$ cat config.mk
export PLATFORM = sky130hd
export DESIGN_NAME = axis_mode_and_run_status
export DESIGN_NICKNAME = d
export VERILOG_FILES = /design/src/design/axis_run_pkg.sv /design/src/design/axis_mode_and_run_status.sv
export SDC_FILE = /design/constraint.sdc
export NUM_CORES = 1
export LEC_CHECK = 0
export BUFFER_PORTS_ARGS = -buffer_cell sky130_fd_sc_hd__buf_4
export CORE_MARGIN = 2
export CORE_UTILIZATION = 25
export DETAILED_ROUTE_END_ITERATION = 16
export HOLD_SLACK_MARGIN = 0.1
export PLACE_DENSITY = 0.46
export SLEW_MARGIN = 10
export SYNTH_ARGS = -nofsm -noshare
export SYNTH_HDL_FRONTEND = slang
export SYNTH_SLANG_ARGS = --single-unit
$ cat constraint.sdc
create_clock -name core_clk -period 6.33 [get_ports core_clk]
set_input_delay 1.266 -clock core_clk [delete_from_list [all_inputs] [get_ports core_clk]]
set_output_delay 1.266 -clock core_clk [all_outputs]
set_load 0.05 [all_outputs]
$ cat src/design/axis_run_pkg.sv
// Shared constants and types for the axis mode and run status block
package axis_run_pkg;
   // Bus geometry
   localparam int          ADDR_W          = 12;
   localparam int          DATA_W          = 32;
   // Global register byte offsets
   localparam logic [11:0] CMD_OFF         = 12'h000;
   localparam logic [11:0] IRQ_STAT_OFF    = 12'h004;
   localparam logic [11:0] IRQ_CLR_OFF     = 12'h008;
   localparam logic [11:0] IRQ_EN_OFF      = 12'h00C;
   // Per-axis register window: base plus axis times stride
   localparam logic [11:0] AXIS_BASE       = 12'h040;
   localparam int          AXIS_SH         = 4;
   localparam logic [3:0]  AX_MODE_OFF     = 4'h0;
   localparam logic [3:0]  AX_PULSE_OFF    = 4'h4;
   localparam logic [3:0]  AX_SEQ_OFF      = 4'h8;
   localparam logic [3:0]  AX_STAT_OFF     = 4'hC;
   // Operation mode word codes
   localparam logic [15:0] MODE_ABS_CODE   = 16'h0000;
   localparam logic [15:0] MODE_REL_CODE   = 16'h00FF;
   localparam logic [7:0]  MODE_VEL_HIGH   = 8'hFF;
   // Scaling order codes (0 and -1 as a 16-bit word)
   localparam logic [15:0] SEQ_MUL_CODE    = 16'h0000;
   localparam logic [15:0] SEQ_DIV_CODE    = 16'hFFFF;
   // Reset values
   localparam logic [15:0] MODE_RST        = 16'h0000;
   localparam logic [15:0] PULSE_RST       = 16'h0000;
   // Per-axis status word layout
   localparam int          STAT_RUN_BIT    = 0;
   localparam int          STAT_MODE_LSB   = 1;
   localparam int          STAT_LOAD_LSB   = 3;
   localparam int          STAT_DIR_BIT    = 5;
   localparam int          STAT_DIV_BIT    = 6;
   localparam int          STAT_CNT_LSB    = 16;
   // Run/stop update period
   localparam int          CLK_HZ          = 125_000_000;
   localparam int          TICK_MS         = 20;
   localparam int          TICK_CYCLES_DEF = CLK_HZ / 1000 * TICK_MS;
   // Decoded operation mode
   typedef enum logic [1:0] {MODE_ABS, MODE_REL, MODE_VEL} mode_t;
endpackage : axis_run_pkg

$ cat src/design/axis_mode_and_run_status.sv
// Per-axis operation mode, run/stop status stretch and scaling order, APB slave
// Function
// RL1 - Mode word 0000 absolute, 00FF relative, FFxx velocity.
// RL2 - Absolute mode: target measured from axis origin.
// RL3 - Relative mode: target is offset from present position.
// RL4 - Velocity mode: accelerate to velocity, hold until stop, limit, change.
// RL5 - Mode kept per axis, written anytime, applied at next start.
// RL6 - Servo: parameters loaded before mode change keep old meaning.
// RL7 - Stepper velocity mode: target sign sets direction, +1 forward.
// RL8 - Minimum run pulse is 16-bit count of update periods.
// RL9 - Count zero: no stretching, true status shown directly.
// RL10 - Count one: run forced for about one 20 ms period.
// RL11 - Start forces run at once, held for minimum pulse.
// RL12 - After pulse, run comes from position change each 20 ms.
// RL13 - Run shown for full pulse even on zero-length move.
// RL14 - Scaling order: 0 multiply first, -1 divide first.
// RL15 - Order writable anytime, effective only with non-unity scale factors.
// RL16 - Open-loop stepper rejects order command with function error.
// RL17 - Closed-loop stepper applies order in both loop modes.
// RL18 - Each start reloads stretch counter, restarting any running stretch.
//
// Our own choices: register access over APB and the placing of the registers.
`timescale 1ns/1ps
module axis_mode_and_run_status
   import axis_run_pkg::*;
#(
   parameter int NUM_AXES    = 4,
   parameter int POS_W       = 32,
   parameter int TICK_CYCLES = TICK_CYCLES_DEF,
   parameter bit CLOSED_LOOP = 1'b1,
   parameter bit STEPPER     = 1'b0
)(
   // Clock and reset
   input  wire logic                           core_clk,
   input  wire logic                           rst_n,
   // APB slave
   input  wire logic                           psel,
   input  wire logic                           penable,
   input  wire logic                           pwrite,
   input  wire logic [ADDR_W-1:0]              paddr,
   input  wire logic [DATA_W-1:0]              pwdata,
   output logic      [DATA_W-1:0]              prdata,
   output logic                                pready,
   output logic                                pslverr,
   // Motion core side, same clock
   input  wire logic [NUM_AXES-1:0][POS_W-1:0] axisPos,
   input  wire logic [NUM_AXES-1:0]            targetLoad,
   input  wire logic [NUM_AXES-1:0]            targetNeg,
   input  wire logic [NUM_AXES-1:0]            scaleActive,
   // Per-axis results and the shared start strobe
   output logic      [NUM_AXES-1:0]            runStatus,
   output mode_t     [NUM_AXES-1:0]            activeMode,
   output mode_t     [NUM_AXES-1:0]            loadMode,
   output logic      [NUM_AXES-1:0]            dirReverse,
   output logic      [NUM_AXES-1:0]            divFirst,
   output logic                                startPulse,
   // Interrupt
   output logic                                irq
);
   localparam int TW  = $clog2(TICK_CYCLES + 1);
   localparam int EVW = 2 * NUM_AXES + 1;
   localparam int IW  = ADDR_W - AXIS_SH;

   typedef struct packed {
      logic [NUM_AXES-1:0][15:0]    modeWord;
      logic [NUM_AXES-1:0][15:0]    pulse;
      logic [NUM_AXES-1:0]          seqDiv;
      mode_t [NUM_AXES-1:0]         activeMode;
      mode_t [NUM_AXES-1:0]         loadMode;
      logic [NUM_AXES-1:0]          dirReverse;
      logic [NUM_AXES-1:0]          run;
      logic [NUM_AXES-1:0][15:0]    stretch;
      logic [NUM_AXES-1:0][POS_W-1:0] lastPos;
      logic [NUM_AXES-1:0]          divFirst;
      logic                         startPulse;
      logic [TW-1:0]                tickCnt;
      logic                         tick;
      logic [EVW-1:0]               irqStat;
      logic [EVW-1:0]               irqEn;
      logic                         irq;
      logic                         pready;
      logic                         pslverr;
      logic [DATA_W-1:0]            prdata;
   } state_t;

   state_t s;
   state_t next_s;

   // Mode word decode; only the three legal patterns are accepted
   function automatic mode_t modeDecode(input logic [15:0] w);
      if (w[15:8] == MODE_VEL_HIGH)
         return MODE_VEL;
      else if (w == MODE_REL_CODE)
         return MODE_REL;
      else
         return MODE_ABS;
   endfunction : modeDecode

   function automatic logic modeLegal(input logic [15:0] w);
      return (w[15:8] == MODE_VEL_HIGH) || (w == MODE_REL_CODE) || (w == MODE_ABS_CODE);
   endfunction : modeLegal

   // Bus decode
   logic          xfer;
   logic          commit;
   logic          wrCommit;
   logic [IW-1:0] axIdx;
   logic          axisHit;
   logic [3:0]    regOff;
   logic          globalHit;
   logic          badAccess;

   assign xfer      = psel & penable;
   assign commit    = xfer & s.pready;
   assign wrCommit  = commit & pwrite;
   assign axIdx     = paddr[ADDR_W-1:AXIS_SH] - AXIS_BASE[ADDR_W-1:AXIS_SH];
   assign axisHit   = (paddr >= AXIS_BASE) && (axIdx < IW'(NUM_AXES));
   assign regOff    = paddr[AXIS_SH-1:0];
   assign globalHit = (paddr == CMD_OFF) || (paddr == IRQ_STAT_OFF)
                      || (paddr == IRQ_CLR_OFF) || (paddr == IRQ_EN_OFF);

   // Refused accesses: unmapped, read-only writes, illegal codes
   always_comb
   begin
      badAccess = !(globalHit || axisHit);
      if (pwrite && paddr == IRQ_STAT_OFF)
         badAccess = 1'b1;
      if (pwrite && axisHit)
      begin
         unique case (regOff)
            AX_MODE_OFF:  badAccess = !modeLegal(pwdata[15:0]);
            AX_PULSE_OFF: badAccess = 1'b0;
            AX_SEQ_OFF:   badAccess = !CLOSED_LOOP //RL16
                                      || !(pwdata[15:0] == SEQ_MUL_CODE
                                           || pwdata[15:0] == SEQ_DIV_CODE);
            default:      badAccess = 1'b1;
         endcase
      end
   end

   // Next-state logic for the whole block
   always_comb
   begin
      logic [EVW-1:0]    ev;
      logic              moved;
      logic [DATA_W-1:0] rd;
      ev     = '0;
      moved  = 1'b0;
      rd     = '0;
      next_s = s;

      // Update period timer; the tick paces stretch and motion sampling
      next_s.tick = 1'b0;
      if (s.tickCnt == TW'(TICK_CYCLES - 1))
      begin
         next_s.tickCnt = '0;
         next_s.tick    = 1'b1;
      end
      else
         next_s.tickCnt = s.tickCnt + 1'b1;

      next_s.startPulse = wrCommit && !badAccess && (paddr == CMD_OFF)
                          && (|pwdata[NUM_AXES-1:0]);

      for (int i = 0; i < NUM_AXES; i++)
      begin
         // Register writes per axis, only when not refused
         if (wrCommit && !badAccess && axisHit && axIdx == IW'(i))
         begin
            if (regOff == AX_MODE_OFF)
               next_s.modeWord[i] = pwdata[15:0]; //RL5
            if (regOff == AX_PULSE_OFF)
               next_s.pulse[i] = pwdata[15:0]; //RL8
            if (regOff == AX_SEQ_OFF)
               next_s.seqDiv[i] = (pwdata[15:0] == SEQ_DIV_CODE); //RL14
         end

         // Target load latches the meaning in force at load time
         if (targetLoad[i])
         begin
            next_s.loadMode[i] = modeDecode(s.modeWord[i]); //RL6
            // Absolute vs relative reference follows loadMode //RL2
            // Relative loads become offsets from position at use //RL3
            if (STEPPER && modeDecode(s.modeWord[i]) == MODE_VEL)
               next_s.dirReverse[i] = targetNeg[i]; //RL7
         end

         // Position change since the last update period
         moved = (axisPos[i] != s.lastPos[i]);
         if (s.tick)
            next_s.lastPos[i] = axisPos[i]; //RL12

         // Start forces run and reloads the stretch counter
         if (wrCommit && !badAccess && paddr == CMD_OFF && pwdata[i])
         begin
            next_s.activeMode[i] = modeDecode(s.modeWord[i]); //RL1
            // Velocity mode holds speed until stop or limit //RL4
            next_s.run[i]        = 1'b1; //RL11
            next_s.stretch[i]    = s.pulse[i]; //RL18
            ev[i]                = 1'b1;
         end
         else if (s.tick)
         begin
            if (s.stretch[i] != '0)
               next_s.stretch[i] = s.stretch[i] - 1'b1; //RL13
            else
               next_s.run[i] = moved; //RL9
         end
         // A count of one holds run for at least one full period //RL10

         if (s.run[i] && !next_s.run[i])
            ev[NUM_AXES + i] = 1'b1;

         // Order takes effect only with non-unity factors loaded
         next_s.divFirst[i] = s.seqDiv[i] & scaleActive[i]; //RL15
         // Loop mode is not looked at: both loop modes use it //RL17
      end

      // Refused write is reported as a function error event
      if (wrCommit && badAccess)
         ev[2 * NUM_AXES] = 1'b1; //RL16

      // Sticky status, set wins over a same-cycle clear
      if (wrCommit && paddr == IRQ_CLR_OFF)
         next_s.irqStat = (s.irqStat & ~pwdata[EVW-1:0]) | ev;
      else
         next_s.irqStat = s.irqStat | ev;
      if (wrCommit && paddr == IRQ_EN_OFF)
         next_s.irqEn = pwdata[EVW-1:0];
      next_s.irq = |(next_s.irqStat & next_s.irqEn);

      // Read mux; clear and command registers read as zero
      if (paddr == IRQ_STAT_OFF)
         rd = DATA_W'(s.irqStat);
      else if (paddr == IRQ_EN_OFF)
         rd = DATA_W'(s.irqEn);
      else if (axisHit)
      begin
         for (int i = 0; i < NUM_AXES; i++)
         begin
            if (axIdx == IW'(i))
            begin
               unique case (regOff)
                  AX_MODE_OFF:  rd = DATA_W'(s.modeWord[i]);
                  AX_PULSE_OFF: rd = DATA_W'(s.pulse[i]);
                  AX_SEQ_OFF:   rd = s.seqDiv[i] ? DATA_W'(SEQ_DIV_CODE) : '0;
                  default:
                  begin
                     rd[STAT_RUN_BIT]                    = s.run[i];
                     rd[STAT_MODE_LSB +: 2]              = s.activeMode[i];
                     rd[STAT_LOAD_LSB +: 2]              = s.loadMode[i];
                     rd[STAT_DIR_BIT]                    = s.dirReverse[i];
                     rd[STAT_DIV_BIT]                    = s.divFirst[i];
                     rd[STAT_CNT_LSB +: 16]              = s.stretch[i];
                  end
               endcase
            end
         end
      end

      // One wait state: ready rises on the second access cycle
      next_s.pready  = xfer & ~s.pready;
      next_s.pslverr = xfer & ~s.pready & badAccess;
      next_s.prdata  = (xfer & ~s.pready & ~pwrite & ~badAccess) ? rd : '0;
   end

   // State register, synchronous reset
   always_ff @(posedge core_clk)
   begin
      if (!rst_n)
      begin
         s          <= '0;
         s.modeWord <= {NUM_AXES{MODE_RST}};
         s.pulse    <= {NUM_AXES{PULSE_RST}};
      end
      else
         s <= next_s;
   end

   // Outputs straight from state
   assign prdata     = s.prdata;
   assign pready     = s.pready;
   assign pslverr    = s.pslverr;
   assign runStatus  = s.run;
   assign activeMode = s.activeMode;
   assign loadMode   = s.loadMode;
   assign dirReverse = s.dirReverse;
   assign divFirst   = s.divFirst;
   assign startPulse = s.startPulse;
   assign irq        = s.irq;

   logic startAx0;
   assign startAx0 = wrCommit && !badAccess && paddr == CMD_OFF && pwdata[0];
endmodule : axis_mode_and_run_status

==> reports/results.tsv, run 1 <==
metric	value	unit
CP cell instances	buf_4 > nor4_1 > nand4_1 > a22oi_1 > o211ai_2 > nor3_2 > nand3_1 > o21ai_0	
final wirelength	71040	um
Post-Syn Area per Cell	8.698	um^2
count of non-filler cells in the finished layout	3481	
cts repair resizes	0	
min Tclk post-route	4.132	ns
transition time at the pin with the least slew margin	1.229	ns
overflow left after global routing	0	
sequential standard cell area	8512	um^2
outcome	finished clean	
post-detailed-route via-to-cell ratio	5.002	
type of the worst min-delay path	reg -> reg	
headroom to the max-slew limit	17.02	%
count of cells along the worst hold path	1	
Initial Utilization	25.21	%
cts hold-fix bufs	0	
share of the clock period used by the worst path	65.27	%
largest net degree at the start of global routing	207	
Peak supply drop	0.1917	mV
maximum cell stage delay along the critical path	0.99	ns
sinks on the clock net	425	
overall track demand over capacity in global routing	16.84	%
setup clock skew after layout	0.02326	ns
count of nets after finishing	2584	
Hold Violations, Final	0	
power consumption	0.005970	W
RSZ-0062 raised after global routing	no	
most frequent cells after synthesis	sky130_fd_sc_hd__dfxtp_1, sky130_fd_sc_hd__nor2_1, sky130_fd_sc_hd__nand2_1	
layout-stage area growth over the synthesis result	20.18	%
half-perimeter wire length after placement	52590	um
EDFF count, synth	0	
cell at the slowest stage of the critical path	sky130_fd_sc_hd__nor3_2	
vias in the first global route	16760	
Leakage Power	8.380	nW
combinational family with the most area after synthesis	simple AND/OR/NAND/NOR gates	
count of H-tree levels built during CTS	2	
number of search-and-repair iterations in the first detailed-routing pass	8	
maximum fanout along the worst path	16	
drc violations	0	
total negative slack for setup checks	0	ns
area fraction in and, or, nand and nor cells after synthesis	18.68	%
element type at the critical path end	flop	
I/O Buffers	228	
routed wirelength normalized by instance count	20.41	um
clock root buffer	sky130_fd_sc_hd__clkbuf_16	
x dimension of the die	286.0	um
Data arrival, critical path	4.65	ns
multiplexer fraction of the synthesized cell area	9.062	%
number of nets with antenna violations after routing	0	
Worst R2R Path Depth	7	
layout cell share with drive strength beyond 1	15.90	%
Placement Setup Slack	1.762	ns
Unique masters post-synth	68	
setup slack after layout	2.198	ns
maximum frequency from static timing analysis	242.0	MHz
area of combinational cells with multiple inputs	10310	um^2
Synth Instances	2286	
kind of start point of the critical path	input port	
arithmetic-cell share of the synthesized area counting full adders, half adders and majority gates	0.3146	%
library cell with the highest instance count after synthesis	sky130_fd_sc_hd__dfxtp_1	
clock transition at the register clock pins on the worst setup and hold paths after CTS	0.06	ns
Core Box Area	78870	um^2
wire length of the first global-routing pass	105900	um
share of Yosys cell area claimed by the top area cell type	42.79	%
count of standard-cell rows	103	
cell total after placement	3386	
critical path class	in -> reg	
post-synthesis xor/xnor area fraction	8.854	%
power density over cell area	249.8	nW/um^2
summed instance area of the synthesized netlist	19880	um^2
layout filler cell count	8373	
total vias in the final route	17410	
initial antenna violation count	7	
number of buffers on the longest clock path	3	
Yosys Warn Count	0	
count of boundary I/O pins	253	
proportion of register bits with asynchronous set or reset after synthesis	0	%
cell types occupying the most area after synthesis	sky130_fd_sc_hd__dfxtp_1, sky130_fd_sc_hd__mux2i_1, sky130_fd_sc_hd__xnor2_1	
CTS tree	built	
Max Slew Vio Count	0	
area of the die	81800	um^2
synthesized flop and latch total	425	
Main synth FF type	sky130_fd_sc_hd__dfxtp_1	
register area share after synthesis	42.79	%
max-cap viol count	0	
number of buffers inserted during clock tree synthesis	52	
Chip Height	286.0	um
gpl congestion	0.8690	
Post-CTS Setup Inserts	0	
final setup violation count	0	
leading area contributor after synthesis	sky130_fd_sc_hd__dfxtp_1	
compound-gate portion of the synthesized area	14.62	%
DRC violation total after the first TritonRoute iteration	1640	
CP Data Required Time	6.85	ns
worst skew pair latency	0.60	ns
cell type report:
class	instances	area share, %
Multi-Input combinational cell	1629	43.15
Antenna cell	4	0.04189
Sequential cell	425	35.62
Tap cell	1050	5.498
Timing Repair Buffer	251	8.006
Clock buffer	68	6.121
Clock inverter	23	1.058
Inverter	31	0.5079
worst max-delay path: cells and delay by family:
| kind | cells | cell delay [ns] |
|---|---|---|
| AND/OR/NAND/NOR | 4 | 2.40 |
| AO/OA/AOI/OAI | 3 | 0.80 |
| buffers and inverters | 1 | 0.16 |
metal layers:
| metal | track usage, % | part of all wire (%) |
|---|---|---|
| met5 | 0 | 0.014 |
| met4 | 6.060 | 3.0 |
| met3 | 2.695 | 5.7 |
| met2 | 28.40 | 48 |
| met1 | 21.66 | 43 |
final timing paths:
path                               end  startpoint  slack, ns
worst max-delay path            s[424]   pwdata[8]       2.20
worst min-delay path             s[54]       s[54]       0.46
worst max register to register  s[268]      s[259]       3.02
worst min register to register   s[54]       s[54]       0.46
flip-flops by register name (all words and copies together), names as in the netlist:
name,count
startPulse,1
loadMode,8
pslverr,1
s,365
pready,1
divFirst,4
activeMode,8
irq,1
runStatus,4
prdata,32
layout by cell type, fill, tap and decap left out, types with 25 or more instances in the layout:
cell and instances:
sky130_fd_sc_hd__nand3_1 71, sky130_fd_sc_hd__a221oi_1 31, sky130_fd_sc_hd__nand4_1 56, sky130_fd_sc_hd__buf_4 248
sky130_fd_sc_hd__mux2i_1 180, sky130_fd_sc_hd__o21ai_0 144, sky130_fd_sc_hd__inv_1 30, sky130_fd_sc_hd__nor2_1 291
sky130_fd_sc_hd__clkbuf_16 53, sky130_fd_sc_hd__a21oi_1 123, sky130_fd_sc_hd__xnor2_1 178, sky130_fd_sc_hd__a211oi_1 25
sky130_fd_sc_hd__a22oi_1 47, sky130_fd_sc_hd__nand2_1 189, sky130_fd_sc_hd__nor3_1 45, sky130_fd_sc_hd__dfxtp_1 424
sky130_fd_sc_hd__nor4_1 41
through the flow:
stage	utilization [%]	area (um^2)	hold slack, ns
CTS	30.28	23890	0.4733
global route	30.30	23900	0.4945
detailed placement	28.11	22170	0.4584
floorplan	-	19890	0.4299
finish	30.30	23900	0.4640
global placement	28.11	22170	0.4460
kinds of logic after synthesis:
group,count (synthesis)
AOI/OAI and AO/OA,452
xor gates and xnor gates,201
adders and majority gates,5
buffers and inverters,235
DFF,425
muxes,180
other,1
and+or+nand+nor,787
power breakdown:
group | internal [W] | switching [W] | total, W
registers | 0.00268 | 0.00000185 | 0.00268
clock network | 0.00175 | 0.00125 | 0.00300
logic | 0.000119 | 0.000173 | 0.000292
total | 0.00455 | 0.00142 | 0.00597
(Power assumes the default switching activity.)
==> inputs of run 2 (changes only) <==
Settings changed: ABC_AREA from default to 1, PLACE_DENSITY 0.46 to 0.47.
Clock period 6.33 ns to 3.6 ns, I/O delays scaled along.
==> run 2 against run 1 <==
Hold slack lost 0.18 ns. Combinational power grew 90%. Die area grew 5.2%. Register-to-register slack lost 2.3 ns. Core utilization shrank 0.10 points. Critical path type is now reg -> reg. Critical endpoint is now s[240]. Largest power group unchanged. Highest routed layer unchanged.
==> reports/results.tsv, run 2 <==
metric	value	unit
outcome	finished clean	
post-detailed-route via-to-cell ratio	4.643	
largest net degree at the start of global routing	143	
headroom to the max-slew limit	36.82	%
cts repair resizes	0	
number of nets with antenna violations after routing	0	
cell total after placement	4111	
wire length on met1	34420	um
final wirelength	77080	um
most frequent cells after synthesis	sky130_fd_sc_hd__nor2_1, sky130_fd_sc_hd__nand2_1, sky130_fd_sc_hd__dfxtp_1	
Unique masters post-synth	51	
Synth Instances	2944	
setup slack after layout	0.7169	ns
most frequent standard cell in the layout excluding fill and tap cells	sky130_fd_sc_hd__nor2_1	
count of non-filler cells in the finished layout	4218	
wire length of the first global-routing pass	115100	um
leading area contributor after synthesis	sky130_fd_sc_hd__dfxtp_1	
clock transition at the register clock pins on the worst setup and hold paths after CTS	0.06	ns
layout filler cell count	9197	
cell types occupying the most area after synthesis	sky130_fd_sc_hd__dfxtp_1, sky130_fd_sc_hd__nor2_1, sky130_fd_sc_hd__o21ai_0	
EDFF count, synth	0	
startpoint of the most critical hold path	targetLoad[3]	
largest reg by FF count	s	
Placement Setup Slack	0.4475	ns
library cell with the highest instance count after synthesis	sky130_fd_sc_hd__nor2_1	
max reg flops	365	
synthesized flop and latch total	425	
CP Data Required Time	4.12	ns
I/O Buffers	228	
Chip Height	293.3	um
number of search-and-repair iterations in the first detailed-routing pass	5	
Initial Utilization	25.12	%
type of the worst min-delay path	in -> reg	
initial antenna violation count	7	
routed wirelength normalized by instance count	18.27	um
register area share after synthesis	40.66	%
switching power summed over all nets	0.002671	W
Post-CTS Setup Inserts	0	
count of boundary I/O pins	253	
switching part of the total power	24.80	%
drc violations	0	
kind of start point of the critical path	flop	
number of buffers and inverters on the critical path	3	
number of buffers on the longest clock path	3	
Main synth FF type	sky130_fd_sc_hd__dfxtp_1	
Core Box Area	83290	um^2
overall track demand over capacity in global routing	17.47	%
length of routed met2 wiring	34750	um
fraction of power consumed by combinational cells	5.2	%
sequential fraction of design power	43.8	%
total negative slack for setup checks	0	ns
RSZ-0062 raised after global routing	no	
share of Yosys cell area claimed by the top area cell type	40.66	%
sinks on the clock net	425	
worst skew pair latency	0.63	ns
area of the die	86020	um^2
Hold Violations, Final	0	
Peak supply drop	0.3363	mV
element type at the critical path end	flop	
proportion of register bits with asynchronous set or reset after synthesis	0	%
count of nets after finishing	3281	
maximum frequency from static timing analysis	346.8	MHz
transition time at the pin with the least slew margin	0.9476	ns
Leakage Power	10.75	nW
maximum cell stage delay along the critical path	0.54	ns
share of the clock period used by the worst path	80.09	%
crit-path leading delay family	simple AND/OR/NAND/NOR gates	
layout cell share with drive strength beyond 1	13.25	%
count of H-tree levels built during CTS	2	
overflow left after global routing	0	
Cell Int Power	0.008099	W
maximum fanout along the worst path	13	
top routing layer in use	met5	
cts hold-fix bufs	0	
Data arrival, critical path	3.41	ns
vias in the first global route	18760	
setup clock skew after layout	0.03038	ns
Max Slew Vio Count	0	
half-perimeter wire length after placement	55490	um
CP cell instances	inv_1 > ha_1 > nand2_1 > nor2_1 > nand2_1 > nor2_1 > nand4_1 > nand2_1 > inv_1 > o21ai_0 > a21oi_1 > nand2_1 > o221ai_1 > nand2_1 > inv_1	
detailed-routed wire length on met3	5129	um
cell at the slowest stage of the critical path	sky130_fd_sc_hd__nand2_1	
most frequent cells in the layout	sky130_fd_sc_hd__nor2_1, sky130_fd_sc_hd__nand2_1, sky130_fd_sc_hd__dfxtp_1	
Yosys Warn Count	0	
total vias in the final route	19580	
number of buffers inserted during clock tree synthesis	54	
clock root buffer	sky130_fd_sc_hd__clkbuf_16	
clock power share	51.0	%
x dimension of the die	293.3	um
count of standard-cell rows	106	
CTS tree	built	
DRC violation total after the first TritonRoute iteration	1581	
summed instance area of the synthesized netlist	20920	um^2
final setup violation count	0	
Critical Path Source	s[225]	
critical path class	reg -> reg	
Post-Syn Area per Cell	7.107	um^2
layout-stage area growth over the synthesis result	20.21	%
cell with the most instances on the worst path	sky130_fd_sc_hd__nand2_1	
power density over cell area	428.2	nW/um^2
max-cap viol count	0	
min Tclk post-route	2.883	ns
launching point of the worst reg2reg path	s[225]	
gpl congestion	0.8674	
## run 2: cell type report
class	instances	area, um^2	share of cell area (%)
antenna	6	15.01	0.05970
clock buffer	75	1510	6.005
clock inverter	26	269.0	1.070
inverter	312	1174	4.666
multi-input combinational	2025	10260	40.79
sequential	425	8512	33.84
tap	1080	1351	5.373
timing repair buffer	269	2061	8.194
## run 2: layer usage
metal,global-route usage (%),up-vias
met5,0,-
met4,6.471,4
met3,3.820,131
met2,28.15,549
met1,22.84,8961
li1,-,9939
## run 2: cell families (layout without fill, tap and decap cells)
group	count (synthesis)	count (layout)	synth area share [%]
adders and majority gates	5	5	0.2990
and+or+nand+nor	1139	1139	22.79
buffers and inverters	497	682	10.37
muxes	3	3	0.1435
xor gates and xnor gates	148	148	6.195
other	1	10	0.01792
DFF	425	425	40.66
AOI/OAI and AO/OA	726	726	19.52
## run 2: final timing paths
| path | end | slack (ns) | cells past startpoint |
|---|---|---|---|
| hold / removal | loadMode[6] | 0.29 | 2 |
| setup / recovery | s[240] | 0.72 | 15 |
| hold reg to reg | s[241] | 0.44 | 1 |
| setup reg to reg | s[240] | 0.72 | 15 |
## run 2: power by group through the flow
stage,sequential (W),clock [W],combinational [W]
2_1_floorplan,0.00482,0,0.000252
3_3_place_gp,0.00482,0,0.000559
3_5_place_dp,0.00482,0,0.000559
4_1_cts,0.00472,0.00568,0.000560
5_1_grt,0.00472,0.00585,0.000605
6_report,0.00472,0.00549,0.000556
## run 2: worst reg2reg max path: stages, from the launching register on
cell	delay, ns
sky130_fd_sc_hd__dfxtp_1	0.31
sky130_fd_sc_hd__inv_1	0.09
sky130_fd_sc_hd__ha_1	0.17
sky130_fd_sc_hd__nand2_1	0.06
sky130_fd_sc_hd__nor2_1	0.12
sky130_fd_sc_hd__nand2_1	0.10
sky130_fd_sc_hd__nor2_1	0.26
sky130_fd_sc_hd__nand4_1	0.41
sky130_fd_sc_hd__nand2_1	0.54
sky130_fd_sc_hd__inv_1	0.26
sky130_fd_sc_hd__o21ai_0	0.13
sky130_fd_sc_hd__a21oi_1	0.07
sky130_fd_sc_hd__nand2_1	0.06
sky130_fd_sc_hd__o221ai_1	0.10
sky130_fd_sc_hd__nand2_1	0.08
sky130_fd_sc_hd__inv_1	0.05
## run 2: metrics by stage
stage	power [W]	instance area, um^2	util, %	hold WS (ns)
final	0.01077	25150	30.20	0.2854
after global placement	0.005382	23360	28.04	0.4178
after global routing	0.01117	25150	30.19	0.2753
after CTS	0.01096	25140	30.18	0.2468
after detailed placement	0.005382	23360	28.04	0.4248
after floorplan	0.005075	20930	-	0.4061
==> inputs of run 3 (changes only) <==
Settings changed: ABC_AREA 1 to 0, PLACE_DENSITY 0.47 to 0.46.
Clock period 3.6 ns to 2.86 ns, I/O delays scaled along.
==> run 3 against run 2 <==
Clock skew increased by 0.0038 ns. Critical endpoint is now irq. Design area increased by 0.40%. Largest cell class unchanged. Non-clock buffer count increased by 124. Sequential power increased by 26%. Cell count decreased by 14%. Total power increased by 26%. Core utilization increased by 1.8 points. First-iteration DRC count decreased by 18%.
==> reports/results.tsv, run 3 (synthesis gave the netlist of run 1 again) <==
metric	value	unit
RSZ-0062 raised after global routing	no	
power density over cell area	537.6	nW/um^2
Critical Path Source	s[229]	
Chip Height	286.0	um
Initial Utilization	25.21	%
overflow left after global routing	0	
cell area after placement	23440	um^2
gpl congestion	0.9346	
worst skew pair latency	0.61	ns
initial antenna violation count	4	
most frequent cells in the layout	sky130_fd_sc_hd__dfxtp_1, sky130_fd_sc_hd__buf_4, sky130_fd_sc_hd__nor2_1	
max reg flops	365	
share of the clock period used by the worst path	98.42	%
clock root buffer	sky130_fd_sc_hd__clkbuf_16	
Data arrival, critical path	3.37	ns
type of the worst min-delay path	in -> reg	
CP Data Required Time	3.41	ns
sinks on the clock net	425	
number of buffers on the longest clock path	3	
transition time at the pin with the least slew margin	1.165	ns
power consumption	0.01358	W
Leakage Power	9.178	nW
I/O Buffers	228	
total vias in the final route	17900	
clock transition at the register clock pins on the worst setup and hold paths after CTS	0.06	ns
largest reg by FF count	s	
startpoint of the most critical hold path	scaleActive[2]	
cts repair resizes	0	
cell total after placement	3528	
detailed-routed wire length on met3	3953	um
max-cap viol count	0	
number of search-and-repair iterations in the first detailed-routing pass	7	
count of H-tree levels built during CTS	2	
clock power share	51.1	%
overall track demand over capacity in global routing	17.48	%
cts hold-fix bufs	0	
count of boundary I/O pins	253	
number of nets with antenna violations after routing	0	
headroom to the max-slew limit	21.88	%
top routing layer in use	met4	
final setup violation count	0	
layout-stage area growth over the synthesis result	27.00	%
most frequent standard cell in the layout excluding fill and tap cells	sky130_fd_sc_hd__dfxtp_1	
DRC violation total after the first TritonRoute iteration	1297	
switching power summed over all nets	0.003148	W
wire length of the first global-routing pass	109900	um
number of buffers inserted during clock tree synthesis	51	
maximum frequency from static timing analysis	355.3	MHz
routed wirelength normalized by instance count	20.35	um
critical path class	reg -> reg	
min Tclk post-route	2.815	ns
Peak supply drop	0.4678	mV
vias in the first global route	17420	
Core Box Area	78870	um^2
half-perimeter wire length after placement	56090	um
count of nets after finishing	2725	
sequential fraction of design power	43.7	%
drc violations	0	
count of non-filler cells in the finished layout	3625	
Final Cell Area	25250	um^2
setup clock skew after layout	0.03414	ns
largest net degree at the start of global routing	129	
post-detailed-route via-to-cell ratio	4.939	
layout filler cell count	8322	
Hold Violations, Final	0	
element type at the critical path end	flop	
Post-CTS Setup Inserts	0	
CTS tree	built	
sequential standard cell area	8512	um^2
maximum fanout along the worst path	5	
length of routed met2 wiring	35670	um
x dimension of the die	286.0	um
final wirelength	73770	um
area of combinational cells with multiple inputs	10320	um^2
fraction of power consumed by combinational cells	5.3	%
kind of start point of the critical path	flop	
count of standard-cell rows	103	
switching part of the total power	23.19	%
outcome	finished clean	
Max Slew Vio Count	0	
launching point of the worst reg2reg path	s[229]	
Cell Int Power	0.01043	W
area of the die	81800	um^2
wire length on met1	31950	um
layout cell share with drive strength beyond 1	20.48	%
## run 3: per-stage QoR
step           util (%)  hold slack (ns)  TNS (ns)  setup slack (ns)
5_1_grt           32.02           0.1804         0          0.005250
3_3_place_gp      29.71           0.4436    -2.138           -0.1759
2_1_floorplan         -           0.4299         0            0.1581
6_report          32.02           0.1930         0           0.04526
3_5_place_dp      29.71           0.4510    -3.761           -0.2941
4_1_cts           32.00           0.1634         0           0.06417
## run 3: area by class of cell
class                           count  share of cell area, %
Multi-Input combinational cell   1629                  40.86
Sequential cell                   425                  33.71
Timing Repair Buffer              393                  12.59
Clock buffer                       76                  5.946
Tap cell                         1050                  5.203
Clock inverter                     19                  1.194
Inverter                           31                 0.4806
Antenna cell                        2                0.01982
## run 3: layer usage
metal | up-vias | track usage [%]
li1 | 8566 | -
met1 | 8706 | 22.53
met2 | 514 | 29.68
met3 | 117 | 2.831
met4 | 0 | 5.615
met5 | - | 0
## run 3: power by group through the flow
stage          sequential, W  clock, W  combinational (W)
5_1_grt              0.00593   0.00736           0.000768
3_5_place_dp         0.00606         0           0.000713
4_1_cts              0.00593   0.00712           0.000716
6_report             0.00593   0.00693           0.000715
3_3_place_gp         0.00606         0           0.000706
2_1_floorplan        0.00606         0           0.000296
## run 3: path summary, 6_finish.rpt
| kind | endpoint | slack (ns) | cells after the start |
|---|---|---|---|
| max | irq | 0.05 | 5 |
| min | divFirst[2] | 0.19 | 2 |
| max reg2reg | irq | 0.05 | 5 |
| min reg2reg | s[54] | 0.46 | 1 |
## run 3: critical path, stage by stage, from the launching register on
cell and delay (ns):
sky130_fd_sc_hd__dfxtp_1 0.34, sky130_fd_sc_hd__or4_1 0.55, sky130_fd_sc_hd__or4b_4 0.59, sky130_fd_sc_hd__or4_1 0.67, sky130_fd_sc_hd__nor4_1 0.41, sky130_fd_sc_hd__o41a_1 0.19
